[config.mk]
export PLATFORM = sky130hd
export DESIGN_NAME = sasp_serial_port
export DESIGN_NICKNAME = d
export VERILOG_FILES = /design/src/sasp_pkg.sv /design/src/sasp_link_if.sv /design/src/sasp_serial_port.sv /design/src/sasp_pin_sync.sv
export SDC_FILE = /design/constraint.sdc
export NUM_CORES = 1
export LEC_CHECK = 0
export ABC_CLOCK_PERIOD_IN_PS = 2400
export BUFFER_PORTS_ARGS = -buffer_cell sky130_fd_sc_hd__buf_2
export CORE_ASPECT_RATIO = 0.75
export CORE_UTILIZATION = 56
export CTS_CLUSTER_SIZE = 16
export DETAILED_ROUTE_END_ITERATION = 10
export GPL_TIMING_DRIVEN = 1
export PLACE_DENSITY = 0.83
export SETUP_SLACK_MARGIN = 0.1
export SLEW_MARGIN = 10
export SYNTH_ARGS = -nofsm -noshare
export SYNTH_HDL_FRONTEND = slang
export SYNTH_SLANG_ARGS = --single-unit
[constraint.sdc]
create_clock -name ref_clk -period 2.4 [get_ports ref_clk]
set_clock_uncertainty 0.2 [all_clocks]
set_input_delay 0.48 -clock ref_clk [delete_from_list [all_inputs] [get_ports ref_clk]]
set_output_delay 0.48 -clock ref_clk [all_outputs]
set_load 0.05 [all_outputs]
[src/sasp_pkg.sv]
// constants and types of the sensor converter serial port
// assumes a single 250 MHz ref_clk domain
`default_nettype none
package sasp_pkg;

  // ----------------------------------------------------------------
  // sizes and codes
  // ----------------------------------------------------------------
  localparam int RES_W = 16;
  localparam int CMD_W = 8;
  localparam int POLL_FLUSH_CLKS = 16;
  localparam logic [7:0] CMD_READ_RESULT = 8'h10;
  localparam logic [15:0] RES_RST = 16'h0000;
  localparam logic [3:0] SH_LAST = 4'hf;
  localparam logic [2:0] CMD_LAST = 3'h7;

  // ----------------------------------------------------------------
  // pin synchroniser state, bit order {cs_n, sclk, din}
  // ----------------------------------------------------------------
  localparam int PIN_CS = 2;
  localparam int PIN_SCLK = 1;
  localparam int PIN_DIN = 0;

  typedef struct packed {
    logic [2:0] meta;
    logic [2:0] sync;
    logic sclk_prev;
  } sasp_sync_st_t;

  localparam sasp_sync_st_t SYNC_RST = '{
    meta: 3'h4, sync: 3'h4, sclk_prev: 1'b0};

  // ----------------------------------------------------------------
  // core state
  // ----------------------------------------------------------------
  typedef enum logic {SH_IDLE, SH_SHIFT} sasp_shift_t;

  typedef struct packed {
    logic [15:0] hold;
    logic new_data;
    logic [15:0] sh;
    logic [3:0] sh_cnt;
    sasp_shift_t st;
    logic [7:0] cmd;
    logic [2:0] cmd_cnt;
    logic rd_arm;
    logic launched;
    logic out_bit;
    logic temp_mode;
  } sasp_core_st_t;

  localparam sasp_core_st_t CORE_RST = '{
    hold: RES_RST, new_data: 1'b0, sh: 16'hffff, sh_cnt: 4'h0,
    st: SH_IDLE, cmd: 8'h00, cmd_cnt: 3'h0, rd_arm: 1'b0,
    launched: 1'b0, out_bit: 1'b1, temp_mode: 1'b0};

endpackage
`default_nettype wire

[src/sasp_link_if.sv]
// conditioned link events between pin synchroniser and core
// assumes both ends run on ref_clk
`timescale 1ns/1ps
`default_nettype none
interface sasp_link_if;
  logic cs_act;
  logic sclk_rise;
  logic sclk_fall;
  logic din_s;
  modport src (output cs_act, output sclk_rise, output sclk_fall,
    output din_s);
  modport dst (input cs_act, input sclk_rise, input sclk_fall,
    input din_s);
endinterface
`default_nettype wire

[src/sasp_serial_port.sv]
// mode 1 serial slave port of a 16-bit sensor converter
// assumes converter results arrive on ref_clk with a one-cycle strobe
`timescale 1ns/1ps
`default_nettype none
module sasp_serial_port (
  // clock and reset
  input wire logic ref_clk,
  input wire logic rst_n,
  // serial pins
  input wire logic cs_n,
  input wire logic sclk,
  input wire logic din,
  output logic serial_out_ready_line,
  output logic serial_out_ready_line_oe,
  output logic conversion_ready_n,
  // configuration
  input wire logic ready_on_output_select,
  input wire logic temp_sensor_select,
  // converter side
  input wire logic [15:0] conv_result,
  input wire logic conv_done,
  output logic temp_mode
);

  // ----------------------------------------------------------------
  // pin conditioning
  // ----------------------------------------------------------------
  sasp_link_if lnk ();

  sasp_pin_sync u_sync (
    .ref_clk(ref_clk),
    .rst_n(rst_n),
    .cs_n(cs_n),
    .sclk(sclk),
    .din(din),
    .lnk(lnk)
  );

  // ----------------------------------------------------------------
  // state
  // ----------------------------------------------------------------
  sasp_pkg::sasp_core_st_t q;
  sasp_pkg::sasp_core_st_t d;
  logic [7:0] cmd_next;

  assign cmd_next = {q.cmd[6:0], lnk.din_s};

  always_comb
  begin
    d = q;
    // conversion source follows the select bit
    d.temp_mode = temp_sensor_select;
    // raw code kept as delivered
    if (conv_done)
      d.hold = conv_result;
    if (!lnk.cs_act)
    begin
      d.cmd_cnt = 3'h0;
      d.launched = 1'b0;
      d.rd_arm = 1'b0;
      d.out_bit = 1'b1;
      d.st = sasp_pkg::SH_IDLE;
      d.sh_cnt = 4'h0;
    end
    else
    begin
      if (lnk.sclk_rise)
      begin
        // data changes only on rising edges
        d.launched = 1'b1;
        case (q.st)
          sasp_pkg::SH_IDLE:
          begin
            if (q.new_data || q.rd_arm)
            begin
              // snapshot of latest result, msb first
              d.out_bit = q.hold[sasp_pkg::RES_W-1];
              d.sh = {q.hold[14:0], 1'b1};
              d.sh_cnt = sasp_pkg::SH_LAST;
              d.st = sasp_pkg::SH_SHIFT;
              d.rd_arm = 1'b0;
              d.new_data = 1'b0;
              d.cmd_cnt = 3'h0;
            end
            else
            begin
              d.out_bit = 1'b1;
            end
          end
          sasp_pkg::SH_SHIFT:
          begin
            if (q.sh_cnt != 4'h0)
            begin
              d.out_bit = q.sh[sasp_pkg::RES_W-1];
              d.sh = {q.sh[14:0], 1'b1};
              d.sh_cnt = q.sh_cnt - 4'h1;
            end
          end
          default:
          begin
            d.st = sasp_pkg::SH_IDLE;
          end
        endcase
      end
      if (lnk.sclk_fall)
      begin
        // sample on falling edges
        if (q.st == sasp_pkg::SH_SHIFT)
        begin
          // readout in progress, commands ignored
          if (q.sh_cnt == 4'h0)
            d.st = sasp_pkg::SH_IDLE;
        end
        else
        begin
          d.cmd = cmd_next;
          d.cmd_cnt = q.cmd_cnt + 3'h1;
          if (q.cmd_cnt == sasp_pkg::CMD_LAST)
          begin
            d.cmd_cnt = 3'h0;
            // read command arms a readout only while no readout is in progress
            if (cmd_next == sasp_pkg::CMD_READ_RESULT)
              d.rd_arm = 1'b1;
          end
        end
      end
    end
    // a new result wins over a clear in the same cycle
    if (conv_done)
      d.new_data = 1'b1;
  end

  always_ff @(posedge ref_clk or negedge rst_n)
  begin
    if (!rst_n)
      q <= sasp_pkg::CORE_RST;
    else
      q <= d;
  end

  // ----------------------------------------------------------------
  // pins
  // ----------------------------------------------------------------
  // released while deselected
  assign serial_out_ready_line_oe = lnk.cs_act;
  // poll level before first launch edge
  assign serial_out_ready_line =
    (!q.launched && ready_on_output_select) ? ~q.new_data : q.out_bit;
  // always driven
  assign conversion_ready_n = ~q.new_data;
  assign temp_mode = q.temp_mode;

endmodule
`default_nettype wire

[src/sasp_pin_sync.sv]
// two-stage synchroniser and edge finder for the serial pins
// assumes pins are asynchronous to ref_clk
`timescale 1ns/1ps
`default_nettype none
module sasp_pin_sync (
  // clock and reset
  input wire logic ref_clk,
  input wire logic rst_n,
  // raw pins
  input wire logic cs_n,
  input wire logic sclk,
  input wire logic din,
  // conditioned events
  sasp_link_if.src lnk
);

  // ----------------------------------------------------------------
  // state
  // ----------------------------------------------------------------
  sasp_pkg::sasp_sync_st_t q;
  sasp_pkg::sasp_sync_st_t d;

  always_comb
  begin
    d = q;
    d.meta = {cs_n, sclk, din};
    d.sync = q.meta;
    d.sclk_prev = q.sync[sasp_pkg::PIN_SCLK];
  end

  always_ff @(posedge ref_clk or negedge rst_n)
  begin
    if (!rst_n)
      q <= sasp_pkg::SYNC_RST;
    else
      q <= d;
  end

  // ----------------------------------------------------------------
  // events, only while selected
  // ----------------------------------------------------------------
  assign lnk.cs_act = ~q.sync[sasp_pkg::PIN_CS];
  // launch edge
  assign lnk.sclk_rise = lnk.cs_act & q.sync[sasp_pkg::PIN_SCLK]
    & ~q.sclk_prev;
  // sample edge
  assign lnk.sclk_fall = lnk.cs_act & ~q.sync[sasp_pkg::PIN_SCLK]
    & q.sclk_prev;
  assign lnk.din_s = q.sync[sasp_pkg::PIN_DIN];

endmodule
`default_nettype wire

==> impl_results.md, run 1 <==
* Starting density of the core at 0.610
* CP arrival at 1.47 ns
* Slew @ Worst Pin at 0.716 ns
* Synth top area share at 0.388
* CP required at about 1.7 ns
* Initial DRC count at 63
* Synth Cell Area at 0.00258 mm²
* Clock buffer depth at 2
* Worst path depth at 2
* Row Count at 20
* PostCTS Resize Cnt at 0
* Status: finished, final reports clean
* DR DRC count at 0
* Comb pwr share at 0.148
* Layout area overhead at 15.2%
* Period utilization at 0.895
* Synthesized flop and latch total at 59
* DIE AREA at 0.00489 mm²
* Setup TNS at 0 ns
* DR pass1 iterations at 4
* CORE AREA at 0.00423 mm²
* Netlist cell types at 40
* Max rail drop VDD at between 0.6 and 0.7 mV
* CP Launch Type: register
* Net Sw Frac at 0.245
* CTS Hold Buffers Added at 0
* Reg2reg path depth at 4
* Slew HR at 0.523
* CP top delay family: flip-flops
* FFs w/ async S/R, synth at 1.00
* Max-cap violations at 0
* Sequential Power Share at 0.516
* Vias per cell at between 5 and 6
* Top FF cell, synth: dfrtp_1
* Seq. cell area at 0.00150 mm²
* Peak Freq at 466 MHz
* Port bufs at 27
* Horiz. Die Dim at between 80 and 90 µm
* Routability cong. at 0.754
* Final max-slew violation count at 0
* RSZ-0062 raised after global routing: false
* Clock Root Buffer: clkbuf_8
* Syn Inst Count at 186
* Antenna cells at 0
* DR WL/cell at around 17 µm
* Die H at 60.8 µm
* First-pass GRT wire length at just under 8 mm
* CTS tree: built
* CP max stage delay at 0.72 ns
* WHS Path Cells at 1
* EDFF count, synth at 0
* Switching power at 0.000652 W
* Ports at 28
* WS Path Type: reg2out
* Share of cells above drive strength 1 at 0.491
* Reg clk slew, reported paths at 0.06 ns
* Gr usage total at 0.225
* Multi-input gate area at 0.00101 mm²
* TritonCTS buffer count at 9
* CP bufs+invs at 2
* Post-Syn Area per Cell at 13.9 µm²
* CP Max Fanout at 12
* Final hold vios at 0
* Final setup fails at 0
* Worst hold path type: in2reg
* H-tree levels at 3
* Pre-CTS setup slack at 0.437 ns
* Final HPWL DP at ~3.2 mm
* Pin count of the biggest net entering global routing at 60
* Initial antenna violation count at 0
* Fillers at between 200 and 300
* Grt ovf at 0
* CP Capture Type: primary output
* Clk pwr share at 0.336
* Crit-path slowest cell: dfstp_2
* Synth Warn # at 0
* Vias post-DR at 1,648
* Leak Pwr at 1.31 nW
* Post-CTS setup buffers at 0
* PnR worst setup slack at roughly 0.25 ns
* CTS sink cnt at 59
* Clk_lat worst skew at 0.33 ns
* Sequential share of the synthesized area at 0.581
* Vias in the first global route at 1,589
* Post-synthesis cell type with the largest combined area: dfrtp_1
* PwrDens at roughly 890 mW/mm²
* Post-DRT Antenna Nets at 0
* Syn_nets at 214
* Min Tclk post-route at 2.15 ns
* Synth area leaders: dfrtp_1, dfstp_2, mux2_2
* Fin nets at 247
* Worst-path cell chain: inv_1, buf_2
* P_int at 0.00201 W
* Routed WL at roughly 4.7 mm
[sequential cells by signal (all words and copies together) (netlist names)]
signal and cells:
temp_mode 1, u_sync.q 2, u_sync.lnk.din_s 1, u_sync.d 4
q 44, cmd_next 7
[cell usage in the layout (no fill, tap or decap), types with 2 or more instances in the layout]
master,count
dfrtp_1,40
mux2_2,38
buf_2,27
dfstp_2,19
a22o_1,15
clkbuf_8,11
inv_1,8
a21oi_1,6
o21ai_0,5
ha_1,4
buf_4,4
nor2_1,3
nand2b_1,3
o211ai_1,3
o311ai_0,3
clkbuf_1,3
a22oi_1,2
nand2_1,2
o31ai_1,2
nor3_1,2
o21a_1,2
[stage by stage]
stage          power (W)  cells  utilization  cell area [µm²]  hold WS [ns]
6_report         0.00266    279        0.703             2970        0.0510
2_1_floorplan    0.00165    186            -             2590       -0.0156
4_1_cts          0.00268    279        0.703             2970        0.0377
5_1_grt          0.00279    279        0.703             2970        0.0235
3_3_place_gp     0.00174    263        0.657             2780         0.133
3_5_place_dp     0.00178    263        0.657             2780         0.136
[synth_stat cells (2+ instances only)]
cell	number
mux2_2	38
nand2_1	2
inv_1	8
a21oi_1	6
nor3_1	2
dfrtp_1	40
clkbuf_1	4
a22oi_1	2
buf_1	2
nand2b_1	3
o311ai_0	3
dfstp_2	19
nor2_1	3
o31ai_1	3
o21a_1	2
o211ai_1	3
ha_1	4
a22o_1	15
o21ai_0	5
buf_2	2
[layout make-up]
type / count / area share
multi-input combinational: 110 / 0.340
inverter: 8 / 0.0101
timing repair buffer: 31 / 0.0555
clock inverter: 2 / 0.0118
clock buffer: 14 / 0.0547
sequential: 59 / 0.504
tap: 55 / 0.0231
[worst paths after layout]
path	from	end	slack, ns
setup / recovery	u_sync.q[3]	serial_out_ready_line_oe	0.25
hold / removal	cs_n	u_sync.d[3]	0.05
setup reg to reg	u_sync.q[0]	q[29]	0.43
hold reg to reg	u_sync.d[2]	u_sync.d[0]	0.15
max in group asynchronous	rst_n	q[19]	1.44
min in group asynchronous	rst_n	cmd_next[3]	0.09
[metal layers]
layer	part of all wire	wire length (µm)	global-route usage	up-vias
met5	0	0	0	-
met4	0.0082	38	0.0740	0
met3	0.052	241	0.0992	8
met2	0.45	2120	0.329	53
met1	0.49	2260	0.303	820
li1	-	-	-	767
[kinds of logic (layout without fill, tap and decap cells)]
group | count (synthesis) | in the layout | share of synthesized area
buffers and inverters | 17 | 55 | 0.0286
muxes | 38 | 38 | 0.166
DFF | 59 | 59 | 0.581
AOI/OAI and AO/OA | 46 | 46 | 0.135
adders and majority gates | 4 | 4 | 0.0194
and+or+nand+nor | 22 | 22 | 0.0698
[power groups by stage]
stage | clock network, W | registers [W] | logic, W
2_1_floorplan | 0 | 0.00134 | 0.000308
5_1_grt | 0.000961 | 0.00140 | 0.000434
3_5_place_dp | 0 | 0.00138 | 0.000395
6_report | 0.000893 | 0.00137 | 0.000395
4_1_cts | 0.000912 | 0.00137 | 0.000398
3_3_place_gp | 0 | 0.00137 | 0.000370
(Power assumes the default switching activity.)
==> run 2: changes to the inputs <==
--- a/config.mk
+++ b/config.mk
@@ -5,6 +5,7 @@
 export SDC_FILE = /design/constraint.sdc
 export NUM_CORES = 1
 export LEC_CHECK = 0
+export ABC_AREA = 1
 export ABC_CLOCK_PERIOD_IN_PS = 2400
 export BUFFER_PORTS_ARGS = -buffer_cell sky130_fd_sc_hd__buf_2
 export CORE_ASPECT_RATIO = 0.75
@@ -12,7 +13,7 @@
 export CTS_CLUSTER_SIZE = 16
 export DETAILED_ROUTE_END_ITERATION = 10
 export GPL_TIMING_DRIVEN = 1
-export PLACE_DENSITY = 0.83
+export PLACE_DENSITY = 0.82
 export SETUP_SLACK_MARGIN = 0.1
 export SLEW_MARGIN = 10
 export SYNTH_ARGS = -nofsm -noshare
==> run 2 against run 1 <==
  * Via count rose by 23%
  * Fmax rose by 1.2%
  * Sequential power fell by 9%
  * Critical path depth did not move
  * Non-clock buffer count did not move
  * Critical path type unchanged
  * Largest power group unchanged
==> impl_results.md, run 2 <==
* Min Tclk post-route at 2.12 ns (-0.0248 ns)
* Final hold vios at 0 (unchanged)
* Starting density of the core at 0.590 (-0.0201)
* Commonest non-fill, non-tap cells in the layout: nand2_1, dfrtp_1, inv_1, buf_2, o21ai_0
* Routability cong. at 0.817 (+8.4%)
* PwrDens at 802 mW/mm² (-10%)
* Clock buffer depth at 2 (unchanged)
* Grt ovf at 0 (unchanged)
* Synth Warn # at 0 (unchanged)
* Top cells by count, synth: nand2_1, dfrtp_1, inv_1, o21ai_0, dfstp_2
* Row Count at 21 (+5.0%)
* Ports at 28 (unchanged)
* TritonCTS buffer count at 9 (unchanged)
* Final setup fails at 0 (unchanged)
* Peak Freq at 471 MHz (+1.2%)
* Fillers at 371 (+32%)
* Slew @ Worst Pin at 0.456 ns (-0.259 ns)
* FFs w/ async S/R, synth at 1.00 (unchanged)
* CORE AREA at 0.00452 mm² (+6.9%)
* Sequential share of the synthesized area at 0.562 (-0.0188)
* Seq. cell area at 0.00150 mm² (unchanged)
* Status: finished, final reports clean
* Die H at 61.8 µm (+1.6%)
* Slew HR at 0.696 (+0.173)
* Initial antenna violation count at 0 (unchanged)
* Gr usage total at 0.223 (-0.00216)
* Post-synthesis cell type with the largest combined area: dfrtp_1
* CP Capture Type: primary output
* Pin count of the biggest net entering global routing at 33 (-45%)
* EDFF count, synth at 0 (unchanged)
* Syn_nets at 337 (+57%)
* DR WL/cell at 11.9 µm (-28%)
* CP arrival at 1.44 ns (-0.03 ns)
* H-tree levels at 3 (unchanged)
* Port bufs at 27 (unchanged)
* Setup TNS at 0 ns (unchanged)
* Final HPWL DP at 3.17 mm (-0.36%)
* Total Power at 0.00242 W (-8.9%)
* Worst hold path type: in2reg
* CTS sink cnt at 59 (unchanged)
* Synthesized flop and latch total at 59 (unchanged)
* Top FF cell, synth: dfrtp_1
* DR pass1 iterations at 4 (unchanged)
* Synth top area share at 0.375 (-0.0126)
* Max-cap violations at 0 (unchanged)
* Post-DRT Antenna Nets at 0 (unchanged)
* Routed WL at 4.80 mm (+3.1%)
* Most common cell after layout, fill and taps aside: nand2_1
* Horiz. Die Dim at 81.7 µm (+1.6%)
* Antenna cells at 0 (unchanged)
* Top reg by flops: q
* Clock Root Buffer: clkbuf_8
* Vias per cell at 5.03 (-15%)
* DIE AREA at 0.00505 mm² (+3.2%)
* Syn Inst Count at 309 (+66%)
* Post-Syn Area per Cell at 8.63 µm² (-38%)
* Initial DRC count at 95 (+51%)
* First-pass GRT wire length at 8.02 mm (+1.6%)
* Leak Pwr at 1.51 nW (+16%)
* Layout area overhead at 13.2%
* Max rail drop VDD at 0.653 mV (-3.1%)
* Cell with the most instances after synthesis: nand2_1
* Reg clk slew, reported paths at 0.07 ns (about the same)
* Post-CTS setup buffers at 0 (unchanged)
* WS Path Type: reg2out
* CTS tree: built
* Vias post-DR at 2,021 (+23%)
* Final max-slew violation count at 0 (unchanged)
* Vias in the first global route at 1,786 (+12%)
* Fin nets at 368 (+49%)
* RSZ-0062 raised after global routing: false
* Clk_lat worst skew at 0.34 ns (about the same)
* CP Launch Type: register
* Synth Cell Area at 0.00267 mm² (+3.3%)
* CP required at 1.72 ns (about the same)
* Max FFs per register at 44 (unchanged)
* Period utilization at 0.885 (-0.0103)
* Synth area leaders: dfrtp_1, dfstp_2, nand2_1
* DR DRC count at 0 (unchanged)
* Multi-input gate area at 962 µm² (-4.9%)
* Share of cells above drive strength 1 at 0.238 (-0.253)
* Netlist cell types at 27 (-33%)
* CP Max Fanout at 11 (-1)
[run 2: cell count changes after synthesis, sizes merged, moves of 5 or more]
| cell | before | now |
|---|---|---|
| nand2 | 2 | 115 |
| nor2 | 3 | 22 |
| a22o | 15 | 0 |
| inv | 8 | 33 |
| o21ai | 5 | 37 |
| mux2 | 38 | 1 |
| a21oi | 6 | 11 |
| nand3 | 0 | 12 |
[run 2: layer usage]
metal,vias up,track usage,part of all wire
li1,1028,-,-
met1,941,0.295,0.49
met2,46,0.336,0.44
met3,6,0.101,0.049
met4,0,0.0627,0.011
met5,-,0,0
[run 2: where the power goes]
group          internal [W]  switching [W]  leakage [nW]
Clock              0.000481       0.000400        0.0966
Sequential          0.00116      0.0000710         0.692
Combinational      0.000111       0.000197         0.722
[run 2: area by class of cell]
cell class / count / area share
clock buffer: 10 / 0.0423
clock inverter: 6 / 0.0215
tap: 57 / 0.0236
timing repair buffer: 31 / 0.0555
sequential: 59 / 0.497
inverter: 33 / 0.0418
multi-input combinational: 206 / 0.319
[run 2: path summary, 6_finish.rpt]
path / startpoint / end / slack [ns] / depth (start not counted)
worst min register to register: u_sync.d[2] / u_sync.d[0] / 0.15 / 0
worst max register to register: q[15] / q[21] / 0.58 / 6
worst min-delay path: cs_n / u_sync.d[3] / 0.04 / 1
min in group asynchronous: rst_n / q[2] / 0.42 / 2
worst max-delay path: u_sync.q[3] / serial_out_ready_line_oe / 0.28 / 2
max in group asynchronous: rst_n / q[32] / 0.89 / 3
[run 2: metrics by stage]
stage	hold slack, ns	worst slack (ns)	area (µm²)	util	cells
after floorplan	-0.0156	0.363	2670	-	309
after detailed placement	0.135	0.614	2820	0.623	385
final	0.0364	0.277	3020	0.668	402
after global routing	0.0134	0.212	3020	0.668	402
after global placement	0.134	0.632	2820	0.623	385
after CTS	0.0214	0.262	3020	0.668	402
[run 2: what timing repair did]
action,4_1_cts,5_1_grt
resized for setup,0,0
hold buffers,1,0
hold endpoints to repair,15,0
[run 2: critical path, stage by stage, from the launching register on]
cell and delay (ns):
dfstp_2 0.63, inv_1 0.21, buf_2 0.27
[run 2: kinds of logic after synthesis]
kind of cell,Yosys count,share of synthesized area
buf+inv,44,0.0769
mux,1,0.00422
simple gates,151,0.238
compound gates,50,0.0994
fa+ha+maj,4,0.0188
flops,59,0.562
==> run 3: changes to the inputs <==
--- a/config.mk
+++ b/config.mk
@@ -14,6 +14,7 @@
 export DETAILED_ROUTE_END_ITERATION = 10
 export GPL_TIMING_DRIVEN = 1
 export PLACE_DENSITY = 0.82
+export RECOVER_POWER = 50
 export SETUP_SLACK_MARGIN = 0.1
 export SLEW_MARGIN = 10
 export SYNTH_ARGS = -nofsm -noshare
==> run 3 against run 2 <==
  * Sequential cell count did not move
  * Clock power is essentially flat
  * Critical endpoint unchanged
  * Critical path depth stayed put
  * Worst hold slack worse by 0.0026 ns
==> impl_results.md, run 3 (synthesis gave the netlist of run 2 again) <==
* CP required at 1.72 ns (about the same)
* Vias in the first global route at 1,786 (unchanged)
* Hold_ws at 0.0338 ns (-0.00261 ns)
* Post-CTS setup buffers at 0 (unchanged)
* H-tree levels at 3 (unchanged)
* DR pass1 iterations at 4 (unchanged)
* RSZ-0062 raised after global routing: false
* Period utilization at 0.883 (-0.00215)
* Slew @ Worst Pin at 1.09 ns (+0.633 ns)
* Reg clk slew, reported paths at 0.07 ns (about the same)
* Final max-slew violation count at 0 (unchanged)
* M1 wire length at 2.35 mm (-1.3%)
* CORE AREA at 0.00452 mm² (unchanged)
* Routability cong. at 0.817 (unchanged)
* Most common cell after layout, fill and taps aside: nand2_1
* PwrDens at 803 mW/mm² (about the same)
* PostCTS Resize Cnt at 0 (unchanged)
* Horiz. Die Dim at 81.7 µm (unchanged)
* DR WL/cell at 11.9 µm (-0.37%)
* Max-cap violations at 0 (unchanged)
* Clock buffer depth at 2 (unchanged)
* Vias per cell at 4.99 (-0.74%)
* Setup TNS at 0 ns (unchanged)
* Met2 routed WL at 2.21 mm (+3.4%)
* Final hold vios at 0 (unchanged)
* Die H at 61.8 µm (unchanged)
* Worst Setup EP: serial_out_ready_line_oe
* Initial antenna violation count at 0 (unchanged)
* Antenna cells at 0 (unchanged)
* TritonCTS buffer count at 9 (unchanged)
* Top reg by flops: q
* Slew HR at 0.274 (-0.422)
* CTS sink cnt at 59 (unchanged)
* Pin count of the biggest net entering global routing at 33 (unchanged)
* Vias post-DR at 2,006 (-0.74%)
* Reg2reg path depth at 6 (unchanged)
* Final setup fails at 0 (unchanged)
* DR DRC count at 0 (unchanged)
* Clk_lat worst skew at 0.34 ns (about the same)
* First-pass GRT wire length at 8.02 mm (unchanged)
* Highest Signal Layer: met4
* Commonest non-fill, non-tap cells in the layout: nand2_1, dfrtp_1, inv_1, buf_2, o21ai_0
* Max FFs per register at 44 (unchanged)
* Worst hold path type: in2reg
* Gr usage total at 0.223 (unchanged)
* WS Path Type: reg2out
* Fin nets at 368 (unchanged)
* Min Tclk post-route at 2.12 ns (-0.00515 ns)
* Ports at 28 (unchanged)
* Starting density of the core at 0.590 (unchanged)
* Share of cells above drive strength 1 at 0.229 (-0.00870)
* DIE AREA at 0.00505 mm² (unchanged)
* Port bufs at 27 (unchanged)
* Peak Freq at 472 MHz (+0.24%)
* Final HPWL DP at 3.17 mm (unchanged)
* Row Count at 21 (unchanged)
* Worst r2r src: q[15]
* Post-DRT Antenna Nets at 0 (unchanged)
* Leak Pwr at 1.51 nW (-0.31%)
* Max rail drop VDD at 0.654 mV (+0.21%)
* CP Max Fanout at 11 (unchanged)
* Initial DRC count at 135 (+42%)
* Met3 WL at 210 µm (-11%)
* Status: finished, final reports clean
* Total Power at 0.00242 W (about the same)
* CP Launch Type: register
* Routed WL at 4.78 mm (-0.37%)
* CTS tree: built
* Worst r2r dst: q[21]
* CP Capture Type: primary output
* Grt ovf at 0 (unchanged)
* Reg-to-reg slack, setup at 0.58 ns (about the same)
* Layout area overhead at 13.1% (about the same)
* CTS Hold Buffers Added at 1 (unchanged)
* CP arrival at 1.44 ns (about the same)
* Clock Root Buffer: clkbuf_8
* WHS Path Cells at 1 (unchanged)
* Worst Setup SP: u_sync.q[3]
run 3: cell types whose count changed in the layout (fill, tap and decap cells not counted):
cell      before  now
buf_2         27   25
clkbuf_1       1    3
inv_1         29   30
inv_2          3    2
o21ai_0       23   24
o21ai_1       14   13
run 3: stage by stage:
step                      area (µm²)  utilization  setup slack, ns  cells
final                           3020        0.668            0.282    402
after floorplan                 2670            -            0.363    309
after global placement          2820        0.623            0.632    385
after detailed placement        2820        0.623            0.614    385
after global routing            3020        0.668            0.212    402
after CTS                       3020        0.668            0.262    402
run 3: report_power, final:
| part | switching (W) | internal [W] | total (W) | leakage, nW |
|---|---|---|---|---|
| clock network | 0.000401 | 0.000481 | 0.000881 | 0.0966 |
| logic | 0.000196 | 0.000110 | 0.000307 | 0.717 |
| registers | 0.0000703 | 0.00116 | 0.00123 | 0.692 |
run 3: worst min path at each step:
stage                start               end  slack, ns
4_1_cts               cs_n       u_sync.d[3]       0.02
6_report              cs_n       u_sync.d[3]       0.03
5_1_grt               cs_n       u_sync.d[3]       0.01
3_3_place_gp   u_sync.d[1]  u_sync.lnk.din_s       0.13
3_5_place_dp   u_sync.d[2]       u_sync.d[0]       0.13
2_1_floorplan        rst_n       cmd_next[1]      -0.02
run 3: routing by layer:
layer	vias up	global-route usage
met1	930	0.295
met5	-	0
met3	2	0.101
li1	1029	-
met4	0	0.0627
met2	45	0.336
run 3: worst max-delay path: stages, from the launching register on:
cell and delay (ns):
dfstp_2 0.63, inv_1 0.20, buf_2 0.27
run 3: layout make-up:
class | instances | area (µm²)
clock buffers | 10 | 128
clock inverters | 6 | 65.1
fillers | 373 | 1500
inverters | 33 | 126
multi-input cells | 206 | 962
flip-flops and latches | 59 | 1500
well taps | 57 | 71.3
repair buffers | 31 | 165
